<file path="src/inc/fec_pkg.sv">
package fec_pkg;
  localparam int CLK_MHZ        = 10;              // System clock rate
  localparam int ADDR_W         = 22;              // Flash address width
  localparam int DATA_W         = 16;              // Flash data width
  // Bus write phase lengths in ns, rounded up to whole cycles
  localparam int T_SETUP_NS     = 100;             // Address set before write strobe falls
  localparam int T_PULSE_NS     = 100;             // Write strobe low time
  localparam int T_HOLD_NS      = 100;             // Hold and recovery after rise
  localparam int T_SETUP_CYC    = (T_SETUP_NS * CLK_MHZ + 999) / 1000;
  localparam int T_PULSE_CYC    = (T_PULSE_NS * CLK_MHZ + 999) / 1000;
  localparam int T_HOLD_CYC     = (T_HOLD_NS * CLK_MHZ + 999) / 1000;
  // Abort wait after reset-to-read during block select timeout
  localparam int T_ABORT_US     = 10;
  localparam int T_ABORT_CYC    = T_ABORT_US * CLK_MHZ;
  localparam int CNT_W          = 8;               // Phase counter width
  // Command writes: count per command code
  localparam logic [2:0] N_RESET   = 3'h1;         // Short reset form
  localparam logic [2:0] N_RESET3  = 3'h3;         // Long reset form
  localparam logic [2:0] N_IDENT   = 3'h3;         // Identification entry
  localparam logic [2:0] N_QUERY   = 3'h1;         // Query entry
  localparam logic [2:0] N_ERASE   = 3'h6;         // Chip or block erase
  localparam logic [2:0] N_SUSP    = 3'h1;         // Erase suspend or resume
  // Host command codes on cmd_i
  localparam logic [2:0] C_RESET   = 3'h0;
  localparam logic [2:0] C_RESET3  = 3'h1;
  localparam logic [2:0] C_IDENT   = 3'h2;
  localparam logic [2:0] C_QUERY   = 3'h3;
  localparam logic [2:0] C_CHIP    = 3'h4;
  localparam logic [2:0] C_BLOCK   = 3'h5;         // Also adds a block
  localparam logic [2:0] C_SUSP    = 3'h6;
  localparam logic [2:0] C_RESUME  = 3'h7;
  typedef enum logic [3:0] {
    FEC_IDLE  = 4'h1,
    FEC_SETUP = 4'h2,
    FEC_PULSE = 4'h4,
    FEC_HOLD  = 4'h8
  } fec_phase_t;
endpackage : fec_pkg

</file>
<file path="src/rtl/fec_host.sv">
`timescale 1ns/100ps
`default_nettype none
// Host end: turns a command code into a bus write sequence on the flash pins
module fec_host (
  input  wire logic                      clock_i,    // 10 MHz clock
  input  wire logic                      rst_b_i,    // Async reset, low
  input  wire logic                      req_i,      // Command request pulse
  input  wire logic [2:0]                cmd_i,      // Command code
  input  wire logic [fec_pkg::ADDR_W-1:0] blk_addr_i, // Block address for erase
  input  wire logic [fec_pkg::ADDR_W*6-1:0] seq_addr_i, // Table addresses, write 1 low
  input  wire logic [fec_pkg::DATA_W*6-1:0] seq_data_i, // Table data, write 1 low
  output logic                           busy_o,     // Sequence in progress
  output logic                           done_o,     // Sequence end pulse
  output logic                           chip_en_b_o, // Chip enable, low
  output logic                           wr_en_b_o,  // Write enable, low
  output logic                           out_en_b_o, // Output enable, low
  output logic [fec_pkg::ADDR_W-1:0]     addr_o,     // Flash address
  output logic [fec_pkg::DATA_W-1:0]     dq_o,       // Data to flash
  output logic                           dq_oe_o     // High while driving data
);
  import fec_pkg::*;

  // Writes needed per command code
  function automatic logic [2:0] cmd_len(input logic [2:0] c);
    case (c)
      C_RESET:  cmd_len = N_RESET;
      C_RESET3: cmd_len = N_RESET3;
      C_IDENT:  cmd_len = N_IDENT;
      C_QUERY:  cmd_len = N_QUERY;
      C_CHIP:   cmd_len = N_ERASE;
      C_BLOCK:  cmd_len = N_ERASE;
      default:  cmd_len = N_SUSP;
    endcase
  endfunction : cmd_len

  // Address of write i: the sixth block erase write carries the block
  function automatic logic [ADDR_W-1:0] wr_addr(input logic [2:0]          c,
                                                input logic [2:0]          i,
                                                input logic [ADDR_W-1:0]   blk,
                                                input logic [ADDR_W*6-1:0] tab);
    if (c == C_BLOCK && i == 3'h5) begin
      wr_addr = blk;
    end else begin
      wr_addr = tab[i*ADDR_W +: ADDR_W];
    end
  endfunction : wr_addr

  // Whole module state
  typedef struct packed {
    fec_phase_t          phase;    // Bus write phase
    logic [2:0]          cmd;      // Active command
    logic [2:0]          idx;      // Write index in sequence
    logic [2:0]          len;      // Writes in sequence
    logic [CNT_W-1:0]    cnt;      // Phase timer
    logic                abort;    // Abort wait pending
    logic                blk_sel;  // Block select window open
    logic                done;
    logic                ce_b;
    logic                we_b;
    logic                oe_b;
    logic [ADDR_W-1:0]   addr;
    logic [DATA_W-1:0]   dq;
    logic                dq_oe;
    logic                busy;     // Writing or abort wait
  } fec_st_t;

  fec_st_t st;       // Registered state
  fec_st_t next_st;  // Next state

  // Sequencer: setup, strobe low, strobe high hold, per write
  always_comb begin
    next_st = st;
    next_st.done = 1'b0;
    case (st.phase)
      FEC_IDLE: begin
        if (st.abort) begin
          // Reads are not valid while the device aborts the timeout
          if (st.cnt == CNT_W'(T_ABORT_CYC)) begin
            next_st.abort = 1'b0;
            next_st.done  = 1'b1;
          end else begin
            next_st.cnt = st.cnt + CNT_W'(1);
          end
        end else if (req_i) begin
          // Resets during block select trigger the abort wait
          next_st.abort   = st.blk_sel && (cmd_i == C_RESET || cmd_i == C_RESET3);
          // Repeating the sixth write adds a block, else full six writes
          next_st.idx     = (cmd_i == C_BLOCK && st.blk_sel) ? 3'h5 : 3'h0;
          next_st.blk_sel = (cmd_i == C_BLOCK);
          next_st.cmd     = cmd_i;
          next_st.len     = cmd_len(cmd_i);
          next_st.phase   = FEC_SETUP;
          next_st.cnt     = '0;
          next_st.oe_b    = 1'b1;
          next_st.ce_b    = 1'b0;
          next_st.dq_oe   = 1'b1;
          // First address and data stand before the strobe can fall
          next_st.addr    = wr_addr(cmd_i, next_st.idx, blk_addr_i, seq_addr_i);
          next_st.dq      = seq_data_i[next_st.idx*DATA_W +: DATA_W];
        end
      end
      FEC_SETUP: begin
        // Address and data already stand; only the setup time runs here
        if (st.cnt == CNT_W'(T_SETUP_CYC - 1)) begin
          next_st.we_b  = 1'b0;
          next_st.cnt   = '0;
          next_st.phase = FEC_PULSE;
        end else begin
          next_st.cnt = st.cnt + CNT_W'(1);
        end
      end
      // Strobe low for the pulse time
      FEC_PULSE: begin
        if (st.cnt == CNT_W'(T_PULSE_CYC - 1)) begin
          next_st.we_b  = 1'b1;
          next_st.cnt   = '0;
          next_st.phase = FEC_HOLD;
        end else begin
          next_st.cnt = st.cnt + CNT_W'(1);
        end
      end
      // Strobe high for hold and recovery, then next write or end
      FEC_HOLD: begin
        if (st.cnt == CNT_W'(T_HOLD_CYC - 1)) begin
          next_st.cnt = '0;
          if (st.idx + 3'h1 == st.len) begin
            // Sequence complete; abort wait holds done back
            next_st.phase = FEC_IDLE;
            next_st.ce_b  = 1'b1;
            next_st.dq_oe = 1'b0;
            next_st.done  = !st.abort;
          end else begin
            next_st.idx   = st.idx + 3'h1;
            // Next address and data change only while the strobe is high
            next_st.addr  = wr_addr(st.cmd, next_st.idx, blk_addr_i, seq_addr_i);
            next_st.dq    = seq_data_i[next_st.idx*DATA_W +: DATA_W];
            next_st.phase = FEC_SETUP;
          end
        end else begin
          next_st.cnt = st.cnt + CNT_W'(1);
        end
      end
      default: next_st.phase = FEC_IDLE;
    endcase
    // Busy is registered so that the pin comes from a flip-flop
    next_st.busy = (next_st.phase != FEC_IDLE) || next_st.abort;
  end

  // State register
  always_ff @(posedge clock_i or negedge rst_b_i) begin
    if (!rst_b_i) begin
      st <= '{phase: FEC_IDLE, cmd: 3'h0, idx: 3'h0, len: 3'h0, cnt: '0,
              abort: 1'b0, blk_sel: 1'b0, done: 1'b0, ce_b: 1'b1, we_b: 1'b1,
              oe_b: 1'b1, addr: '0, dq: '0, dq_oe: 1'b0, busy: 1'b0};
    end else begin
      st <= next_st;
    end
  end

  assign busy_o      = st.busy;
  assign done_o      = st.done;
  assign chip_en_b_o = st.ce_b;
  assign wr_en_b_o   = st.we_b;
  assign out_en_b_o  = st.oe_b;
  assign addr_o      = st.addr;
  assign dq_o        = st.dq;
  assign dq_oe_o     = st.dq_oe;

  // Output enable stays high whenever the write strobe is low
  a_oe_high_write: assert property (@(posedge clock_i) disable iff (!rst_b_i)
    !st.we_b |-> st.oe_b && !st.ce_b) else $error("oe low in write");
  // Write strobe pulse lasts exactly its cycle count
  a_we_pulse_len: assert property (@(posedge clock_i) disable iff (!rst_b_i)
    $fell(st.we_b) |-> !st.we_b [*1] ##1 st.we_b) else $error("bad pulse");
  // Address stable while strobe low
  a_addr_stable: assert property (@(posedge clock_i) disable iff (!rst_b_i)
    !st.we_b |-> $stable(st.addr)) else $error("addr moved");
  // Data stable while strobe low
  a_data_stable: assert property (@(posedge clock_i) disable iff (!rst_b_i)
    !st.we_b |-> $stable(st.dq)) else $error("data moved");
  // Address and data still stand in the cycle after the strobe rises
  a_data_hold: assert property (@(posedge clock_i) disable iff (!rst_b_i)
    $rose(st.we_b) |-> $stable(st.dq) && $stable(st.addr)) else $error("no hold");
  // Chip enable is already low a cycle before the write strobe falls
  a_ce_setup: assert property (@(posedge clock_i) disable iff (!rst_b_i)
    $fell(st.we_b) |-> !$past(st.ce_b)) else $error("no ce setup");
  // Six-write chip erase ends in done after six strobes
  a_erase_six: assert property (@(posedge clock_i) disable iff (!rst_b_i)
    (st.phase == FEC_IDLE && req_i && !st.abort && cmd_i == C_CHIP)
      |-> ##19 st.done) else $error("chip erase length");
  // Abort wait ends with done in the cycle that busy falls
  a_abort_wait: assert property (@(posedge clock_i) disable iff (!rst_b_i)
    $fell(busy_o) && $past(st.abort) |-> st.done) else $error("abort end");
  // One-write reset in the window: one write, then the full abort wait
  a_abort_len: assert property (@(posedge clock_i) disable iff (!rst_b_i)
    $rose(st.abort) && st.len == N_RESET |-> ##104 st.done) else $error("abort length");
  // Three-write reset in the window: three writes, then the full abort wait
  a_abort_long: assert property (@(posedge clock_i) disable iff (!rst_b_i)
    $rose(st.abort) && st.len == N_RESET3 |-> ##110 st.done) else $error("abort long");
  // No bus activity while the device aborts
  a_abort_quiet: assert property (@(posedge clock_i) disable iff (!rst_b_i)
    st.abort && st.phase == FEC_IDLE |-> st.ce_b && st.we_b && !st.dq_oe) else $error("abort bus");
  // One-write reset completes after three strobe phases
  a_reset_one: assert property (@(posedge clock_i) disable iff (!rst_b_i)
    (st.phase == FEC_IDLE && req_i && !st.abort && cmd_i == C_RESET && !st.blk_sel)
      |-> ##4 st.done) else $error("reset length");
  // Data driven whenever chip enabled
  a_dq_drive: assert property (@(posedge clock_i) disable iff (!rst_b_i)
    !st.ce_b |-> st.dq_oe) else $error("dq undriven");
  // A request while busy leaves the running sequence alone
  a_req_refused: assert property (@(posedge clock_i) disable iff (!rst_b_i)
    st.busy && req_i |=> $stable(st.cmd) && $stable(st.len)) else $error("busy request taken");
  // Done only ever marks a finished sequence
  a_done_idle: assert property (@(posedge clock_i) disable iff (!rst_b_i)
    st.done |-> st.phase == FEC_IDLE && !st.busy) else $error("done while busy");
  // Any command other than block erase closes the select window
  a_blk_window: assert property (@(posedge clock_i) disable iff (!rst_b_i)
    (st.phase == FEC_IDLE && req_i && !st.abort && cmd_i != C_BLOCK)
      |=> !st.blk_sel) else $error("window left open");
  // Added block uses only the sixth write
  a_blk_add: assert property (@(posedge clock_i) disable iff (!rst_b_i)
    (st.phase == FEC_IDLE && req_i && !st.abort && cmd_i == C_BLOCK && st.blk_sel)
      |-> ##4 st.done) else $error("block add");
endmodule : fec_host
`default_nettype wire

</file>
<file path="config.mk">
export PLATFORM = sky130hd
export DESIGN_NAME = fec_host
export DESIGN_NICKNAME = d
export VERILOG_FILES = /design/src/inc/fec_pkg.sv /design/src/rtl/fec_host.sv
export SDC_FILE = /design/constraint.sdc
export NUM_CORES = 1
export LEC_CHECK = 0
export CORE_ASPECT_RATIO = 0.7
export CORE_UTILIZATION = 40
export DETAILED_ROUTE_END_ITERATION = 10
export DONT_BUFFER_PORTS = 1
export PLACE_DENSITY = 0.57
export SYNTH_ARGS = -nofsm -noshare
export SYNTH_HDL_FRONTEND = slang
export SYNTH_SLANG_ARGS = --single-unit
</file>
<file path="constraint.sdc">
create_clock -name clock_i -period 2.39 [get_ports clock_i]
set_input_delay 0.1195 -clock clock_i [delete_from_list [all_inputs] [get_ports clock_i]]
set_output_delay 0.1195 -clock clock_i [all_outputs]
set_load 0.01 [all_outputs]
</file>
-- Yosys cells after proc, flatten, opt, wreduce, memory -nomap -nowiden
Index checks and enable logic that the tools add are counted.
- divide/modulo/power cells: 0
- muxes and demuxes: 37
- multiply operators: 2
- $add $sub $neg: 2
- bitwise gates (word level): 1
- magnitude comparators: 0
- reductions and logical operators: 20
- shifts and indexed selects: 4
- equal/unequal tests: 23
- operator list (kind ; number):
    $shiftx 132x9->22 ; 2
    $shiftx 96x8->16 ; 2
    $mux 39 ; 3
    $pmux 39 s2 ; 1
    $mux 22 ; 2
    $mux 38 ; 1
    $mux 23 ; 1
    $mux 8 ; 2
    $pmux 4 s4 ; 1
    $pmux 8 s2 ; 1
    $eq 3x3->1 const B ; 5
    $mul 3x4->7 const B ; 2
    $ne 2x2->1 const B ; 7
    $mux 13 ; 1
    $mux 4 ; 3
    $pmux 3 s2 ; 2
    $reduce_and 5->1 ; 2
    $mux 1 ; 9
    $mux 3 ; 3
    $mux 9 ; 1
    $reduce_and 3->1 ; 3
    $add 8x1->8 const B ; 1
    $eq 8x7->1 const B ; 1
    $logic_not 8->1 ; 1
    21 further kinds ; 32
- bits in read-only memories: 0
- word-level logic and storage cells: 103
- input port bits: 256
- RAM bits: 0
- register bits after elaboration: 66
- bits in latches: 0
- memories kept: 0

-- Longest topological paths before layout
- depth in word-level cells: 9
- mapped depth: 10
- gate-level depth less buffers: 7

-- Worst setup path after synthesis
No wires, ideal clock.
- path type: register -> register
- from: register st[57] in the netlist's numbering
- to: register st (netlist bit dq_o[10])
- stages on the path, launching flop included: 11
- setup slack: -0.160 ns
- arrival: 2.418 ns
- clock period less this slack: 2.550 ns
- setup time: 0.132 ns
- cells stage by stage: dfrtp_1 -> buf_2 -> inv_1 -> ha_1 -> buf_2 -> buf_1 -> mux4_2 -> and3_1 -> a221o_1 -> a21oi_1 -> o21ai_1
- cells in the longest elaborated chain, start to end: 5
- RTL lines (element ; line ; text):
    from (decl) ; fec_host.sv:67 ; fec_st_t st;
    from (signal assigned) ; fec_host.sv:152 ; st <= '{phase: FEC_IDLE, cmd: 3'h0, idx: 3'h0, len: 3'h0, cnt: '0,
    from (signal assigned) ; fec_host.sv:156 ; st <= next_st;
    $add 3x1->3 * ; fec_host.sv:126, fec_host.sv:133 ;
    $shiftx 96x8->16 ; fec_host.sv:136 ; next_st.dq = seq_data_i[next_st.idx*DATA_W +: DATA_W];
    $mux 38 ; fec_host.sv:126 ; if (st.idx + 3'h1 == st.len) begin
    $mux 39 ; fec_host.sv:124 ; if (st.cnt == CNT_W'(T_HOLD_CYC - 1)) begin
    $pmux 39 s2 ; fec_host.sv:74 ; case (st.phase)
Every way passes the cells marked *; elsewhere a longest branch is shown, timed or not. The select of a mux whose other input is x is not followed.
A chain may end at the register's enable or synchronous reset.

-- Final worst setup path
- from: register st[57] in the netlist's numbering
- to: register st (netlist bit addr_o[16])
- cells in the longest elaborated chain, start to end: 7
- RTL lines (element ; line ; text):
    $add 3x1->3 * ; fec_host.sv:126, fec_host.sv:133 ;
    $mul 3x4->7 or $eq 3x3->1 (tied branches) ; fec_host.sv:44, fec_host.sv:41 ;
    $shiftx 132x9->22 or $logic_and 1x1->1 (tied branches) ; fec_host.sv:44, fec_host.sv:41 ;
    $mux 22 ; fec_host.sv:41 ; if (c == C_BLOCK && i == 3'h5) begin
    $mux 38 ; fec_host.sv:126 ;
    $mux 39 ; fec_host.sv:124 ;
    $pmux 39 s2 ; fec_host.sv:74 ;
Marks and branches as above.

==> metrics <==
status finished clean; via count 4618; critical path depth in cells 6; CP Capture Type flop; Vert. Die Dim 98.80 µm; Fmax 433.0 MHz; synth warn 0; maximum vdd drop 0.2919 mV; RSZ-0062 raised after global routing yes; Critical R2R Capture addr_o[16]$_DFFE_PN0P_; global-route wire length before repair 24.58 mm; Final Non-Filler Cells 743; Rows 34; Final Hold Viols 0; vias in the first global route 4493; Initial Util 0.4209; CTS tree yes; antenna violations before repair 1; setup tns final 0 ns; Seq/Total Area, Yosys 0.3092; Routed Antenna Nets 0; Clock Root Buffer clkbuf_16; synth unique cells 61; net count reported at finish 836; clk_lat worst skew 0.33 ns; peak fanout along the critical path 44; dpl hpwl 12.41 mm; crit path launch type flop; flop2flop setup slack 0.08 ns; CTS buffer count 9; max-slew violation count 0; Die ar. 13860 µm²; largest area contributor in the netlist dfrtp_1; synthesized instance count 593; Post-Syn Nets 853; Hold EP dq_o[15]$_DFFE_PN0P_; Remaining Overflow, GRT 0; WP buf/inv 1; mean post-synth cell area 9.028 µm²; ranking of synthesized cells by area dfrtp_1 (29%), mux2i_1 (13%), mux4_2 (6.7%); starting DRC count in detailed routing 229; Hold Crit Start seq_data_i[95]; Slew HR 0.2869; worst clock skew 0.007410 ns; clock-pin slew on the worst setup and hold paths 0.06 ns; Final setup viols 0; max incr delay on CP 0.50 ns; Layout Area Growth over Synthesis 12.13%; DR WL/cell 21.93 µm; Pre-Repair DR Iteration Count 5; # port buffers 0; Max-Cap Viols 0; static leakage 2.308 nW; worst path required time 2.61 ns; Yosys top cell area share 0.2945; slowest CP cell xnor3_1; clock tree buffer depth 2; Slew @ Worst Pin 1.070 ns; CP delay by family, top compound AO/OA/AOI/OAI gates; crit-path cells ha_1, xnor3_1, a31oi_2, o22ai_4, buf_12, o31ai_1; pwr dens 446.2 nW/µm²; CP Class flop to flop; Post-Place Cells 699; Total Routing Usage GR 0.2304; hold path depth 2; Diodes inserted 0; die width 140.3 µm; Hold Crit Class primary input to flop; number of I/O pins 300; placer congestion estimate 0.8518; Pwr Total 2.679 mW; largest net degree at the start of global routing 68; vias per std cell 6.215; crit share post-route 0.9664; core area 12720 µm²; final wirelength 16.29 mm; Reg2Reg Launch Point st[57]$_DFFE_PN0P_; Sink Count 66; worst path arrival time 2.53 ns; Tmin final 2.310 ns; H-tree levels 3; Reg2Reg Depth 6; Yosys reg bits 66; dpl ws -0.01478 ns; Min Hold Slack 0.004982 ns; layout cells sized above 1 0.1670; Residual DRC 0; final setup margin 0.08035 ns; Mapped Area 5354 µm²
## what timing repair did
action                                 CTS  global route
setup endpoints to repair                3            46
buffers inserted                         2             3
resized for setup                        3             6
hold buffers                            21             2
cloned                                   0             0
pin swaps                                1             3
endpoints found under the hold margin   87             2
## registers in the layout, summed over array words and instances, names as in the netlist
register     count
st              23
addr_o          22
dq_o            16
busy_o           1
chip_en_b_o      1
done_o           1
dq_oe_o          1
wr_en_b_o        1
## worst max path at each step
stage	start	end	slack (ns)
6_report	st[57]$_DFFE_PN0P_	addr_o[16]$_DFFE_PN0P_	0.08
5_1_grt	st[46]$_DFFE_PN0P_	addr_o[17]$_DFFE_PN0P_	-0.004
3_5_place_dp	st[57]$_DFFE_PN0P_	addr_o[2]$_DFFE_PN0P_	-0.01
4_1_cts	st[47]$_DFFE_PN0P_	st[51]$_DFFE_PN0P_	0.001
2_1_floorplan	st[57]$_DFFE_PN0P_	dq_o[10]$_DFFE_PN0P_	0.04
3_3_place_gp	st[47]$_DFFE_PN0P_	st[51]$_DFFE_PN0P_	0.04
## cells by family (layout without fill, tap and decap cells)
kind of cell | after synthesis | in the layout | share of synthesized area
simple gates | 185 | 185 | 0.1732
compound gates | 153 | 153 | 0.1949
buf+inv | 93 | 81 | 0.1010
mux | 86 | 86 | 0.2010
flops | 66 | 66 | 0.3092
xor+xnor | 5 | 5 | 0.01075
fa+ha+maj | 4 | 4 | 0.009348
other cells | 1 | 1 | 0.0007004
## cells in the final DEF (no fill, tap or decap), types with 3 or more instances in the layout
cell type,n
mux2i_1,67
nand2_1,66
dfrtp_1,62
o22ai_1,45
nor2_1,40
nor3_1,28
buf_4,28
o31ai_1,24
o21ai_1,22
dlygate4sd3_1,22
a21oi_1,21
mux4_2,16
and3_1,16
a221o_1,16
clkbuf_16,9
inv_1,6
buf_12,6
o21ai_0,5
nand3_1,5
a21o_1,4
ha_1,3
dfstp_2,3
clkinv_2,3
## Yosys cell counts (all sizes together)
cell type and number:
nor3 29, and3 17, a31oi 3, nor2b 2
nor2 42, a21o 4, xnor3 1, o21a 2
nor4 5, mux4 16, o31ai 25, nand2b 2
nor4b 2, a2bb2oi 1, dfstp 3, and4b 1
conb 1, a21oi 21, xnor2 2, clkbuf 23
or4b 3, buf 62, xor2 2, and2 2
o22a 1, nand2 66, o31a 2, nand3 5
o21ai 28, or2 2, and2b 2, a211o 2
nand4b 1, or4 1, nor3b 1, mux2i 68
a221o 16, mux2 2, o22ai 46, o311ai 2
dfrtp 63, inv 8, nand4 1, or3 1
ha 4
## power by group
part	leakage, nW	internal, mW	switching [mW]
sequential	0.876	1.12	0.00465
combinational	1.28	0.108	0.0849
clock	0.151	0.859	0.499
## final cells by class
class                      count  area [µm²]
fill                        1229        6716
multi-input combinational    434        3228
clock inverter                 5       52.55
timing repair buffer          57       578.1
inverter                       8       30.03
clock buffer                  11       252.7
sequential                    66        1659
tap                          162       202.7
## metal layers
layer,part of all wire,GRT usage,up-vias,wire (µm)
met3,0.080,0.07775,22,1300
met5,0,0,-,0
met4,0.014,0.05748,0,233
met2,0.46,0.3592,190,7566
li1,-,-,2150,-
met1,0.44,0.3067,2256,7190
## stage by stage
stage	area, µm²	utilization
2_1_floorplan	5358	-
3_3_place_gp	5358	0.4212
3_5_place_dp	5358	0.4212
4_1_cts	5919	0.4654
5_1_grt	6003	0.4720
6_report	6003	0.4720
Power figures use the tool's default switching activity.
